--- src/core/upl_pkg.sv ---
// constants and types shared by the line and host control block
`default_nettype none
package upl_pkg;
  // ---------------------------------------------------------------
  // register byte offsets
  // ---------------------------------------------------------------
  localparam logic [5:0] OFS_MODEM_CTRL = 6'h00;
  localparam logic [5:0] OFS_INT_ENABLE = 6'h04;
  localparam logic [5:0] OFS_ENH_FEATURE = 6'h08;
  localparam logic [5:0] OFS_EXT_FEATURE = 6'h0C;
  localparam logic [5:0] OFS_DIVISOR = 6'h10;
  localparam logic [5:0] OFS_DATA = 6'h14;
  localparam logic [5:0] OFS_LINE_STATUS = 6'h18;
  localparam logic [5:0] OFS_INT_STATUS = 6'h1C;
  localparam logic [5:0] OFS_INT_MASK = 6'h20;
  // ---------------------------------------------------------------
  // field positions
  // ---------------------------------------------------------------
  localparam int MCR_DTR = 0;
  localparam int MCR_RTS = 1;
  localparam int MCR_IRQ_EN = 3;
  localparam int MCR_IR_MODE = 4;
  localparam int EFR_AUTO_RTS = 6;
  localparam int EFR_AUTO_CTS = 7;
  localparam int XFR_RS485 = 2;
  localparam int XFR_RS485_INV = 5;
  localparam int EV_RX_READY = 0;
  localparam int EV_TX_DONE = 1;
  localparam int EV_RTS_OFF = 6;
  localparam int EV_CTS_CHANGE = 7;
  // ---------------------------------------------------------------
  // reset values, address decode and bit timing
  // ---------------------------------------------------------------
  localparam logic [7:0] MCR_RESET = 8'h00;
  localparam logic [15:0] DIVISOR_RESET = 16'h0001;
  localparam logic [9:0] PRINTER_PORT1_DECODE_N_BASE = 10'h378;
  localparam logic [9:0] PRINTER_PORT2_DECODE_N_BASE = 10'h278;
  localparam logic [9:0] COM1_BASE = 10'h3F8;
  localparam logic [9:0] COM2_BASE = 10'h2F8;
  localparam logic [9:0] COM3_BASE = 10'h3E8;
  localparam logic [9:0] COM4_BASE = 10'h2E8;
  localparam logic [3:0] MID_TICK = 4'h7;
  localparam logic [3:0] IR_PULSE_TICKS = 4'h3;
  localparam logic [4:0] IR_HOLD_TICKS = 5'h10;
  // ---------------------------------------------------------------
  // shifter states
  // ---------------------------------------------------------------
  typedef enum logic [1:0] {
    ST_IDLE = 2'b00,
    ST_START = 2'b01,
    ST_DATA = 2'b10,
    ST_STOP = 2'b11
  } upl_state_t;
endpackage : upl_pkg
`default_nettype wire

--- src/core/upl_tx.sv ---
// serial transmit shifter, 8 data bits, one stop bit
`default_nettype none
module upl_tx
(
  // clock and reset
  input wire logic clk,
  input wire logic arst_n,
  // control
  input wire logic tick16,
  input wire logic start,
  input wire logic [7:0] data,
  // status and line
  output logic busy,
  output logic done,
  output logic serial,
  output logic [3:0] phase
);
  import upl_pkg::*;
  upl_state_t state_r;
  logic [3:0] sub_r;
  logic [2:0] bitIdx_r;
  logic [7:0] shift_r;
  wire bitEnd = tick16 && (sub_r == 4'hF);
  assign busy = (state_r != ST_IDLE);
  assign done = bitEnd && (state_r == ST_STOP);
  assign phase = sub_r;
  assign serial = (state_r == ST_START) ? 1'b0 : (state_r == ST_DATA) ? shift_r[0] : 1'b1;
  always_ff @(posedge clk or negedge arst_n)
  begin
    if (!arst_n)
    begin
      state_r <= ST_IDLE;
      sub_r <= 4'h0;
      bitIdx_r <= 3'h0;
      shift_r <= 8'h00;
    end
    else if (state_r == ST_IDLE)
    begin
      sub_r <= 4'h0;
      if (start)
      begin
        shift_r <= data;
        state_r <= ST_START;
      end
    end
    else
    begin
      if (tick16)
        sub_r <= sub_r + 4'h1;
      if (bitEnd)
      begin
        unique case (state_r)
          ST_START: state_r <= ST_DATA;
          ST_DATA:
          begin
            shift_r <= {1'b0, shift_r[7:1]};
            bitIdx_r <= bitIdx_r + 3'h1;
            if (bitIdx_r == 3'h7)
              state_r <= ST_STOP;
          end
          ST_STOP: state_r <= ST_IDLE;
          ST_IDLE: state_r <= ST_IDLE;
        endcase
      end
    end
  end
endmodule : upl_tx
`default_nettype wire

--- src/core/upl_rx.sv ---
// serial receive sampler, idle high input, mid-bit sampling
`default_nettype none
module upl_rx
(
  // clock and reset
  input wire logic clk,
  input wire logic arst_n,
  // line
  input wire logic tick16,
  input wire logic din,
  // result
  output logic valid,
  output logic [7:0] data
);
  import upl_pkg::*;
  upl_state_t state_r;
  logic [3:0] sub_r;
  logic [2:0] bitIdx_r;
  logic [7:0] shift_r;
  wire sample = tick16 && (sub_r == MID_TICK);
  assign data = shift_r;
  assign valid = sample && (state_r == ST_STOP) && din;
  always_ff @(posedge clk or negedge arst_n)
  begin
    if (!arst_n)
    begin
      state_r <= ST_IDLE;
      sub_r <= 4'h0;
      bitIdx_r <= 3'h0;
      shift_r <= 8'h00;
    end
    else if (state_r == ST_IDLE)
    begin
      sub_r <= 4'h0;
      bitIdx_r <= 3'h0;
      if (tick16 && !din)
        state_r <= ST_START;
    end
    else
    begin
      if (tick16)
        sub_r <= sub_r + 4'h1;
      if (sample)
      begin
        unique case (state_r)
          ST_START: state_r <= din ? ST_IDLE : ST_DATA;
          ST_DATA:
          begin
            shift_r <= {din, shift_r[7:1]};
            bitIdx_r <= bitIdx_r + 3'h1;
            if (bitIdx_r == 3'h7)
              state_r <= ST_STOP;
          end
          ST_STOP: state_r <= ST_IDLE;
          ST_IDLE: state_r <= ST_IDLE;
        endcase
      end
    end
  end
endmodule : upl_rx
`default_nettype wire

--- src/core/upl_core.sv ---
// host decode, interrupt routing and serial line control
// Notes on behaviour
// RULE1 - with address enable low, decode host address as the selected COM port
// RULE2 - the three port selects choose COM address and interrupt request line; the code takes the COM address from portSelectA and portSelectB only
// RULE3 - request lines active high, driven only with modem bit 3 and sources enabled
// RULE4 - in PC mode flag host accesses to the first printer port range, low
// RULE5 - in PC mode the receiver runs from the internal baud generator tick
// RULE6 - in PC mode flag host accesses to the second printer port range, low
// RULE7 - transmit is active low when wired, active high pulses in infrared
// RULE8 - infrared mode comes from the strap at reset or a software bit
// RULE9 - receive idles high wired, low infrared; infrared pulses are decoded
// RULE10 - outside circuit holds receive at the idle level of the mode
// RULE11 - request-to-send does auto flow control or RS485 direction control
// RULE12 - auto request-to-send starts only after the pin was asserted once
// RULE13 - with auto clear-to-send, transmit stops while clear-to-send is off
// RULE14 - terminal-ready output is active low and general purpose
// RULE15 - data-set-ready input is active low and general purpose
// RULE16 - PC mode is chosen by both mode pins tied low
// RULE17 - extra host address lines feed the COM and printer decoder
// RULE18 - a character in flight completes before the transmitter halts
`default_nettype none
module upl_core
#(
  parameter logic [15:0] DIVISOR_DEFAULT = upl_pkg::DIVISOR_RESET
)
(
  // clock and reset
  input wire logic clk,
  input wire logic arst_n,
  // avalon register slave
  input wire logic [5:0] avsAddress,
  input wire logic avsRead,
  input wire logic avsWrite,
  input wire logic [31:0] avsWriteData,
  output logic [31:0] avsReadData,
  output logic avsWaitRequest,
  output logic irqOut,
  // pc host pins
  input wire logic [9:0] hostAddr,
  input wire logic hostAddrValid_n,
  input wire logic portSelectA,
  input wire logic portSelectB,
  input wire logic portSelectC,
  input wire logic pcModeSel_n,
  input wire logic busInterfaceMode_n,
  output logic comSelect,
  output logic intRequestLineA,
  output logic intRequestLineAOe,
  output logic intRequestLineB,
  output logic intRequestLineBOe,
  output logic intRequestLineC,
  output logic intRequestLineCOe,
  output logic printerPort1Decode_n,
  output logic printerPort2Decode_n,
  output logic baudGenClockOut_n,
  input wire logic rcvClk,
  // serial line pins
  input wire logic infraredStrap,
  output logic txPin,
  input wire logic rxPin,
  output logic rtsPin_n,
  input wire logic ctsPin_n,
  output logic dtrPin_n,
  input wire logic dsrPin_n
);
  import upl_pkg::*;
  // ---------------------------------------------------------------
  // decode functions
  // ---------------------------------------------------------------
  function automatic logic [9:0] comBase(input logic [1:0] sel);
    unique case (sel)
      2'b00: comBase = COM1_BASE;
      2'b01: comBase = COM2_BASE;
      2'b10: comBase = COM3_BASE;
      2'b11: comBase = COM4_BASE;
    endcase
  endfunction : comBase
  function automatic logic rangeHit(input logic [9:0] addr, input logic [9:0] base);
    rangeHit = (addr[9:3] == base[9:3]);
  endfunction : rangeHit
  // ---------------------------------------------------------------
  // registers and state
  // ---------------------------------------------------------------
  logic [7:0] mcr_r, ier_r, efr_r, xfr_r, intStat_r, intMask_r, intStat_nxt;
  logic [15:0] divisor_r, baudCnt_r;
  logic [7:0] txHold_r, rxHold_r;
  logic txPend_r, rxFull_r, strapIr_r, strapDone_r, rtsArmed_r, ctsPrev_r;
  logic baudTick_r, rcvClkPrev_r;
  logic [4:0] irHold_r;
  logic [2:0] lineSel_r;
  // ---------------------------------------------------------------
  // mode and host decode
  // ---------------------------------------------------------------
  wire pcMode = !pcModeSel_n && !busInterfaceMode_n; // RULE16
  wire [2:0] sel = {portSelectC, portSelectB, portSelectA};
  wire addrOn = pcMode && !hostAddrValid_n;
  wire comHit = addrOn && rangeHit(hostAddr, comBase(sel[1:0])); // RULE1 RULE17
  wire lpt1Hit = addrOn && rangeHit(hostAddr, PRINTER_PORT1_DECODE_N_BASE); // RULE4 RULE17
  wire lpt2Hit = addrOn && rangeHit(hostAddr, PRINTER_PORT2_DECODE_N_BASE); // RULE6 RULE17
  wire [2:0] lineSel = (sel == 3'h7) ? 3'b100 : sel[0] ? 3'b010 : 3'b001; // RULE2
  wire irqPend = |(intStat_r & ier_r);
  wire irqDrive = pcMode && mcr_r[MCR_IRQ_EN] && (|ier_r); // RULE3
  // ---------------------------------------------------------------
  // baud generator and receive clock
  // ---------------------------------------------------------------
  wire baudWrap = (baudCnt_r >= divisor_r - 16'h0001);
  wire rcvClkEdge = rcvClk && !rcvClkPrev_r;
  wire rxTick = pcMode ? baudTick_r : rcvClkEdge; // RULE5
  // ---------------------------------------------------------------
  // serial datapath
  // ---------------------------------------------------------------
  wire irMode = strapIr_r || mcr_r[MCR_IR_MODE]; // RULE8
  wire ctsOn = !ctsPin_n;
  wire ctsOk = !efr_r[EFR_AUTO_CTS] || ctsOn; // RULE13
  logic txBusy, txDone, txSerial, rxValid;
  logic [3:0] txPhase;
  logic [7:0] rxData;
  wire txStart = txPend_r && !txBusy && ctsOk; // RULE18
  wire txLine = irMode ? (!txSerial && (txPhase < IR_PULSE_TICKS)) : txSerial; // RULE7
  wire rxNorm = irMode ? (irHold_r == 5'h00) && !rxPin : rxPin; // RULE9
  upl_tx u_tx
  (
    .clk(clk),
    .arst_n(arst_n),
    .tick16(baudTick_r),
    .start(txStart),
    .data(txHold_r),
    .busy(txBusy),
    .done(txDone),
    .serial(txSerial),
    .phase(txPhase)
  );
  upl_rx u_rx
  (
    .clk(clk),
    .arst_n(arst_n),
    .tick16(rxTick),
    .din(rxNorm),
    .valid(rxValid),
    .data(rxData)
  );
  // ---------------------------------------------------------------
  // request-to-send control
  // ---------------------------------------------------------------
  wire autoRts = efr_r[EFR_AUTO_RTS] && mcr_r[MCR_RTS] && rtsArmed_r; // RULE12
  wire rs485Act = txBusy || txPend_r;
  wire rtsAct = xfr_r[XFR_RS485] ? (rs485Act ^ xfr_r[XFR_RS485_INV]) : // RULE11
    autoRts ? !rxFull_r : mcr_r[MCR_RTS];
  // ---------------------------------------------------------------
  // bus access decode
  // ---------------------------------------------------------------
  wire busAct = (avsRead || avsWrite) && !avsWaitRequest;
  wire wrOn = busAct && avsWrite;
  wire rdData = busAct && avsRead && (avsAddress == OFS_DATA);
  wire wrData = wrOn && (avsAddress == OFS_DATA) && !txPend_r;
  wire [7:0] w8 = avsWriteData[7:0];
  wire [7:0] lineStat = {1'b0, comHit, pcMode, irMode, !dsrPin_n, ctsOn, txBusy, rxFull_r}; // RULE15
  wire ctsEdge = strapDone_r && (ctsPin_n != ctsPrev_r);
  wire [7:0] events = {ctsEdge, autoRts && rxValid, 4'h0, txDone, rxValid};
  wire [7:0] w1c = (wrOn && avsAddress == OFS_INT_STATUS) ? w8 : 8'h00;
  assign intStat_nxt = (intStat_r & ~w1c) | events;
  logic [31:0] rdMux;
  always_comb
  begin
    unique case (avsAddress)
      OFS_MODEM_CTRL: rdMux = {24'h0, mcr_r};
      OFS_INT_ENABLE: rdMux = {24'h0, ier_r};
      OFS_ENH_FEATURE: rdMux = {24'h0, efr_r};
      OFS_EXT_FEATURE: rdMux = {24'h0, xfr_r};
      OFS_DIVISOR: rdMux = {16'h0, divisor_r};
      OFS_DATA: rdMux = {24'h0, rxHold_r};
      OFS_LINE_STATUS: rdMux = {24'h0, lineStat};
      OFS_INT_STATUS: rdMux = {24'h0, intStat_r};
      OFS_INT_MASK: rdMux = {24'h0, intMask_r};
      default: rdMux = 32'h0;
    endcase
  end
  // ---------------------------------------------------------------
  // bus slave and configuration registers
  // ---------------------------------------------------------------
  always_ff @(posedge clk or negedge arst_n)
  begin
    if (!arst_n)
    begin
      avsWaitRequest <= 1'b1;
      avsReadData <= 32'h0;
      mcr_r <= MCR_RESET;
      ier_r <= 8'h00;
      efr_r <= 8'h00;
      xfr_r <= 8'h00;
      intMask_r <= 8'h00;
      divisor_r <= DIVISOR_RESET;
    end
    else
    begin
      avsWaitRequest <= !((avsRead || avsWrite) && avsWaitRequest);
      if ((avsRead || avsWrite) && avsWaitRequest)
        avsReadData <= rdMux;
      if (wrOn && avsAddress == OFS_MODEM_CTRL)
        mcr_r <= w8;
      if (wrOn && avsAddress == OFS_INT_ENABLE)
        ier_r <= w8;
      if (wrOn && avsAddress == OFS_ENH_FEATURE)
        efr_r <= w8;
      if (wrOn && avsAddress == OFS_EXT_FEATURE)
        xfr_r <= w8;
      if (wrOn && avsAddress == OFS_INT_MASK)
        intMask_r <= w8;
      if (wrOn && avsAddress == OFS_DIVISOR)
        divisor_r <= (avsWriteData[15:0] == 16'h0) ? DIVISOR_DEFAULT : avsWriteData[15:0];
    end
  end
  // ---------------------------------------------------------------
  // datapath state
  // ---------------------------------------------------------------
  always_ff @(posedge clk or negedge arst_n)
  begin
    if (!arst_n)
    begin
      baudCnt_r <= 16'h0;
      baudTick_r <= 1'b0;
      rcvClkPrev_r <= 1'b0;
      txPend_r <= 1'b0;
      txHold_r <= 8'h00;
      rxFull_r <= 1'b0;
      rxHold_r <= 8'h00;
      irHold_r <= 5'h00;
      intStat_r <= 8'h00;
      ctsPrev_r <= 1'b1;
      rtsArmed_r <= 1'b0;
      strapDone_r <= 1'b0;
      strapIr_r <= 1'b0;
    end
    else
    begin
      baudCnt_r <= baudWrap ? 16'h0 : baudCnt_r + 16'h0001;
      baudTick_r <= baudWrap;
      rcvClkPrev_r <= rcvClk;
      strapDone_r <= 1'b1;
      if (!strapDone_r)
        strapIr_r <= infraredStrap; // RULE8
      if (wrData)
      begin
        txHold_r <= w8;
        txPend_r <= 1'b1;
      end
      else if (txStart)
        txPend_r <= 1'b0;
      if (rxValid)
      begin
        rxHold_r <= rxData;
        rxFull_r <= 1'b1;
      end
      else if (rdData)
        rxFull_r <= 1'b0;
      if (irMode && rxPin)
        irHold_r <= IR_HOLD_TICKS; // RULE9
      else if (rxTick && irHold_r != 5'h00)
        irHold_r <= irHold_r - 5'h01;
      intStat_r <= intStat_nxt;
      ctsPrev_r <= ctsPin_n;
      if (!rtsPin_n)
        rtsArmed_r <= 1'b1; // RULE12
    end
  end
  // ---------------------------------------------------------------
  // registered pins
  // ---------------------------------------------------------------
  always_ff @(posedge clk or negedge arst_n)
  begin
    if (!arst_n)
    begin
      irqOut <= 1'b0;
      comSelect <= 1'b0;
      lineSel_r <= 3'b000;
      {intRequestLineA, intRequestLineB, intRequestLineC} <= 3'b000;
      {intRequestLineAOe, intRequestLineBOe, intRequestLineCOe} <= 3'b000;
      printerPort1Decode_n <= 1'b1;
      printerPort2Decode_n <= 1'b1;
      baudGenClockOut_n <= 1'b1;
      txPin <= 1'b1;
      rtsPin_n <= 1'b1;
      dtrPin_n <= 1'b1;
    end
    else
    begin
      irqOut <= |(intStat_nxt & intMask_r);
      comSelect <= comHit; // RULE1
      lineSel_r <= lineSel;
      {intRequestLineC, intRequestLineB, intRequestLineA} <= lineSel & {3{irqPend}}; // RULE3
      {intRequestLineCOe, intRequestLineBOe, intRequestLineAOe} <= lineSel & {3{irqDrive}};
      printerPort1Decode_n <= !lpt1Hit; // RULE4
      printerPort2Decode_n <= !lpt2Hit; // RULE6
      if (baudWrap)
        baudGenClockOut_n <= !baudGenClockOut_n;
      txPin <= txLine; // RULE7
      rtsPin_n <= !rtsAct; // RULE11
      dtrPin_n <= !mcr_r[MCR_DTR]; // RULE14
    end
  end
endmodule : upl_core
`default_nettype wire

--- config.mk ---
export PLATFORM = sky130hd
export DESIGN_NAME = upl_core
export DESIGN_NICKNAME = d
export VERILOG_FILES = /design/src/core/upl_pkg.sv /design/src/core/upl_tx.sv /design/src/core/upl_rx.sv /design/src/core/upl_core.sv
export SDC_FILE = /design/constraint.sdc
export NUM_CORES = 1
export LEC_CHECK = 0
export BUFFER_PORTS_ARGS = -buffer_cell sky130_fd_sc_hd__buf_4
export CORE_MARGIN = 2
export CORE_UTILIZATION = 45
export DETAILED_ROUTE_END_ITERATION = 16
export GPL_ROUTABILITY_DRIVEN = 0
export PLACE_DENSITY = 0.69
export SYNTH_ARGS = -nofsm -noshare
export SYNTH_HDL_FRONTEND = slang
export SYNTH_SLANG_ARGS = --single-unit
--- constraint.sdc ---
create_clock -name clk -period 3.85 [get_ports clk]
set_clock_uncertainty 0.05 [all_clocks]
set_input_delay 1.155 -clock clk [delete_from_list [all_inputs] [get_ports clk]]
set_output_delay 1.155 -clock clk [all_outputs]
set_load 0.01 [all_outputs]
==> results of run 1 <==
==> Yosys cell counts, drive strengths merged (7+ instances only) <==
cell type  count  area, µm²
a22oi          8      60.06
dfstp          9      236.5
dfrtp        165       4129
nor3          11      66.32
mux2i         12      120.1
mux4          12      270.3
clkbuf        13      48.80
nor2b          7      43.79
nand4          8      50.05
xnor2         23      201.4
and2           7      43.79
nand2         49      186.4
a22o          16      140.1
buf           28      187.7
inv           21      78.83
ha            31      387.9
nor4          11      96.34
xor2          21      183.9
a21oi         28      140.1
o21ai         23      115.1
a211oi         9      67.56
nor2          63      239.0
nand3         15      75.07
mux2          84      945.9
==> metal layers <==
metal / part of all wire / vias to the layer above
li1: - / 2783
met5: 0 / -
met3: 0.056 / 26
met4: 0.020 / 0
met1: 0.46 / 2950
met2: 0.46 / 177
==> placed cells by master, fill, tap and decap left out, types with 21 or more instances in the layout <==
master / instances
xor2_1: 21
mux2_2: 77
nand2_1: 48
buf_4: 86
nor2_1: 62
xnor2_1: 23
o21ai_0: 21
dfrtp_1: 165
a21oi_1: 28
ha_1: 31
inv_1: 21
==> critical path: cells and delay by family, from the launching register on <==
kind / cells / cell delay [ns]
adders and majority gates: 2 / 0.52
and+or+nand+nor: 5 / 0.98
DFF: 1 / 0.38
xor gates and xnor gates: 2 / 0.33
AOI/OAI and AO/OA: 2 / 0.68
buffers and inverters: 2 / 0.32
==> flip-flops by register name (all words and copies together) (netlist names), 5 cells and up <==
register,cells
u_tx.shift_r,8
avsReadData,16
intMask_r,8
ier_r,8
irHold_r,5
rxHold_r,8
txHold_r,8
efr_r,8
divisor_r,16
baudCnt_r,16
xfr_r,8
u_rx.data,8
mcr_r,8
intStat_r,8
==> where the power goes <==
group	switching (mW)	total (mW)	leakage, nW	internal (mW)
clock	0.744	1.84	0.295	1.10
combinational	0.532	0.985	2.13	0.452
sequential	0.214	2.28	2.32	2.07
==> per-stage QoR <==
stage               hold slack (ns)    util
floorplan                    0.3218       -
global placement             0.3690  0.5027
detailed placement           0.3722  0.5027
CTS                          0.3841  0.5359
global route                 0.4142  0.5362
finish                       0.3931  0.5362
==> path summary, 6_finish.rpt <==
kind	startpoint	cells past startpoint	end
setup reg to reg	divisor_r[0]	13	baudGenClockOut_n
min in group asynchronous	arst_n	1	baudCnt_r[14]
hold / removal	mcr_r[0]	1	dtrPin_n
setup / recovery	divisor_r[0]	13	baudGenClockOut_n
max in group asynchronous	arst_n	2	rtsPin_n
hold reg to reg	mcr_r[0]	1	dtrPin_n
==> area by class of cell <==
class | instances | area, µm² | share of cell area
inverters | 21 | 78.83 | 0.007833
flip-flops and latches | 174 | 4365 | 0.4338
clock inverters | 11 | 181.4 | 0.01803
clock buffers | 21 | 440.4 | 0.04376
well taps | 234 | 292.8 | 0.02909
multi-input cells | 518 | 4028 | 0.4002
repair buffers | 88 | 676.9 | 0.06726
==> logic make-up after synthesis <==
family | share of synthesized area
XOR/XNOR | 0.04457
other | 0.0008686
adder cells (fa/ha/maj) | 0.04486
AND/OR/NAND/NOR | 0.1308
multiplexers | 0.1546
buffers and inverters | 0.03647
AO/OA/AOI/OAI | 0.08292
flip-flops | 0.5049
==> results.sh, run 1 <==
export IMPL_status="completed"
export IMPL_first_pass_iters=5
export IMPL_power_density_nw_per_um2=507.6
export IMPL_ys_types=67
export IMPL_crit_arrival_ns=3.64
export IMPL_grt_max_degree=59
export IMPL_period_share=0.8663
export IMPL_slowest_delay_ns=0.58
export IMPL_wl_per_cell_um=18.09
export IMPL_path_cells="inv_1, ha_1, nand3b_1, nor4_1, nand2_1, xor2_1, ha_1, o21ai_0, nor2_1, a2111oi_1, nand2_1, buf_4, xor2_1"
export IMPL_critPathMaxFanout=17
export IMPL_async_flop_share=1.000
export IMPL_worst_pin_slew_ns=0.7936
export IMPL_clk_latency_ns=0.43
export IMPL_period_minus_slack_ns=3.335
export IMPL_ys_seq_area_frac=0.5049
export IMPL_drtIter0Drc=392
export IMPL_htree_levels=4
export IMPL_fill_cells=1611
export IMPL_grt_busiest_layer="met2"
export IMPL_cpMaxStageDelayCell="nor4_1"
export IMPL_setup_tns_ns=0
export IMPL_finalSetupViolCount=0
export IMPL_slew_violations=0
export IMPL_fin_area_um2=10060
export IMPL_placedCellCount=1035
export IMPL_use_met3=0.04829
export IMPL_setup_ws_ns=0.5147
export IMPL_p_leak_nw=4.739
export IMPL_ctsHoldBuffers=0
export IMPL_grt_remaining_overflow=0
export IMPL_antenna_found_initial=0
export IMPL_relSlewSlack=0.4690
export IMPL_die_area_um2=20340
export IMPL_ant_nets=0
export IMPL_viasPerCell=5.563
export IMPL_cp_start_kind="flop"
export IMPL_path_class="flop to flop"
export IMPL_start_util=0.4607
export IMPL_grt_usage=0.1975
export IMPL_grt_util_met1=0.2807
export IMPL_io_pins=110
export IMPL_power_mw=5.108
export IMPL_nNetsFinal=914
export IMPL_synth_ff_type="dfrtp_1"
export IMPL_path_clk_slew_ns=0.07
export IMPL_hold_class="flop to flop"
export IMPL_clock_fmax_mhz=299.8
export IMPL_portBuffers=74
export IMPL_layout_drive_gt1_share=0.2725
export IMPL_postCtsSetupBuffers=0
export IMPL_syn_area_um2=8646
export IMPL_netlist_instances=739
export IMPL_rsz0062_at_grt="no"
export IMPL_stdcell_count=1067
export IMPL_grt_pass1_vias=5692
export IMPL_drv_cap=0
export IMPL_irDropWorstVdd_mv=0.3555
export IMPL_pre_cts_ws_ns=0.2549
export IMPL_synth_avg_cell_area_um2=11.70
export IMPL_die_h_um=142.6
export IMPL_grt_use_met2=0.2988
export IMPL_finalHoldViolCount=0
export IMPL_ys_seq_elements=174
export IMPL_vias=5936
export IMPL_grt_pass1_wl_um=30790
export IMPL_antenna_cells=0
export IMPL_clockBufferDepth=2
export IMPL_crit_required_ns=4.15
export IMPL_core_area_um2=18770
export IMPL_dp_hpwl_um=13500
export IMPL_areaGrowthSynthToFinish_pct=16.40
export IMPL_synth_edff_count=0
export IMPL_clock_sinks=174
export IMPL_postPlaceCellArea_um2=9435
export IMPL_yosysWarningCount=0
export IMPL_root_buffer="clkbuf_16"
export IMPL_tritoncts_num_buffers=17
export IMPL_drt_total_wl_um=19300
export IMPL_ff2ff_setup_slack_ns=0.51
export IMPL_rows=50
export IMPL_drc=0
export IMPL_cts_resized_gates=0
export IMPL_critPathCaptureType="flop"
export IMPL_die_w_um=142.6
export IMPL_cts_tree="yes"
(Power assumes the default switching activity.)
==> inputs of run 2 (changes only) <==
PLACE_DENSITY = 0.71   (was 0.69)
clock period = 2.8 ns   (was 3.85 ns; I/O delays follow)
==> results.sh, run 2 (synthesized netlist as in run 1, its figures left out) <==
export IMPL_crit_required_ns=3.10
export IMPL_layout_common_cells="165 x dfrtp_1, 116 x buf_4, 77 x mux2_2"
export IMPL_critPathCaptureType="flop"
export IMPL_clk_latency_ns=0.42
export IMPL_htree_levels=4
export IMPL_antenna_cells=0
export IMPL_worst_pin_slew_ns=0.6595
export IMPL_tritoncts_num_buffers=17
export IMPL_clock_fmax_mhz=347.0
export IMPL_regToRegStartpoint="divisor_r[2]"
export IMPL_ctsHoldBuffers=0
export IMPL_portBuffers=74
export IMPL_vias=6061
export IMPL_fill_cells=1576
export IMPL_die_area_um2=20340
export IMPL_cts_tree="yes"
export IMPL_rsz0062_at_grt="yes"
export IMPL_setup_ws_ns=-0.08172
export IMPL_hold_class="primary input to async pin"
export IMPL_power_mw=6.923
export IMPL_areaGrowthSynthToFinish_pct=20.80
export IMPL_multi_input_area_um2=4165
export IMPL_rr_worst_depth=13
export IMPL_dp_hpwl_um=14110
export IMPL_irDropWorstVdd_mv=0.3971
export IMPL_drtIter0Drc=403
export IMPL_io_pins=110
export IMPL_clock_sinks=174
export IMPL_core_area_um2=18770
export IMPL_drc=0
export IMPL_seq_area_um2=4365
export IMPL_root_buffer="clkbuf_16"
export IMPL_status="finished with violations"
export IMPL_die_w_um=142.6
export IMPL_grt_max_degree=70
export IMPL_startpoint="divisor_r[2]"
export IMPL_layout_drive_gt1_share=0.3306
export IMPL_grt_pass1_vias=6056
export IMPL_clockBufferDepth=2
export IMPL_crit_arrival_ns=3.18
export IMPL_critPathMaxFanout=3
export IMPL_power_density_nw_per_um2=662.9
export IMPL_antenna_found_initial=0
export IMPL_slew_violations=0
export IMPL_layout_commonest_cell="dfrtp_1"
export IMPL_grt_pass1_wl_um=31600
export IMPL_holdWs_ns=0.3719
export IMPL_relSlewSlack=0.5603
export IMPL_drv_cap=0
export IMPL_first_pass_iters=4
export IMPL_finalSetupViolCount=17
export IMPL_viasPerCell=5.500
export IMPL_cp_start_kind="flop"
export IMPL_drt_total_wl_um=19460
export IMPL_stdcell_count=1102
export IMPL_placedCellCount=1065
export IMPL_die_h_um=142.6
export IMPL_finalHoldViolCount=0
export IMPL_violations="negative setup slack"
export IMPL_period_share=1.029
export IMPL_nNetsFinal=949
export IMPL_period_minus_slack_ns=2.882
export IMPL_path_clk_slew_ns=0.06
export IMPL_p_leak_nw=4.914
export IMPL_fin_util=0.5565
export IMPL_wl_per_cell_um=17.66
export IMPL_reg_top3="avsReadData: 16 flops, baudCnt_r: 16 flops, divisor_r: 16 flops"
export IMPL_ant_nets=0
export IMPL_start_util=0.4607
export IMPL_path_class="flop to flop"
export IMPL_grt_usage=0.1999
export IMPL_grt_remaining_overflow=0
export IMPL_rows=50
## run 2: changes by cell type in the layout (fill, tap and decap cells not counted), moves of 3 or more
cell | previous run | this run
buf_4 | 86 | 116
buf_12 | 1 | 4
bufinv_16 | 4 | 1
nor2_2 | 1 | 10
nor3_2 | 0 | 3
nor3_1 | 10 | 6
nor2_1 | 62 | 53
## run 2: final cells by class
class / instances / share of cell area
clock inverters: 11 / 0.01018
well taps: 234 / 0.02803
clock buffers: 21 / 0.04313
multi-input cells: 518 / 0.3988
repair buffers: 123 / 0.09429
flip-flops and latches: 174 / 0.4180
inverters: 21 / 0.007548
## run 2: worst paths after layout
kind                                      to  slack (ns)
hold reg to reg                     dtrPin_n        0.39
hold / removal                 baudCnt_r[12]        0.37
min in group clk                    dtrPin_n        0.39
max in group asynchronous           rtsPin_n        1.59
setup / recovery           baudGenClockOut_n       -0.08
setup reg to reg           baudGenClockOut_n       -0.08
## run 2: worst max-delay path, stage by stage, from the launching register on
cell and delay, ns:
dfrtp_1 0.41, nor3_4 0.18, nor3b_4 0.22, nand3b_1 0.16, buf_6 0.17, nor4_4 0.14, xnor2_1 0.10, ha_1 0.34
a21oi_2 0.14, o21ai_2 0.08, a2111oi_4 0.38, nand2_2 0.15, buf_6 0.15, xor2_1 0.13
## run 2: power breakdown
group          internal (mW)  leakage [nW]  switching (mW)
sequential              2.84          2.32           0.285
combinational          0.735          2.33           0.804
clock                   1.26         0.265           0.997
total                   4.84          4.91            2.09
## run 2: stage by stage
step	instance area (µm²)	setup WS, ns	TNS, ns
after floorplan	8775	0.003073	0
after global placement	9761	-0.1040	-1.369
after detailed placement	9761	-0.1671	-2.223
after CTS	10340	-0.1481	-1.813
after global routing	10440	-0.3102	-4.402
final	10440	-0.08172	-0.8696
## run 2: what timing repair did
| item | CTS | global route |
|---|---|---|
| setup buffers | 2 | 3 |
| pin swaps | 3 | 17 |
| gates resized for setup | 2 | 21 |
| hold endpoints to repair | 0 | 0 |
| endpoints found under the setup margin | 17 | 18 |
| cloned | 0 | 0 |
## run 2: per-layer routing
layer	routed length (µm)	up-vias	GRT usage	part of all wire
met3	931	14	0.04628	0.048
met2	9501	136	0.3274	0.49
met5	0	-	0	0
met4	151	0	0.04065	0.0078
met1	8877	3049	0.2743	0.46
li1	-	2862	-	-
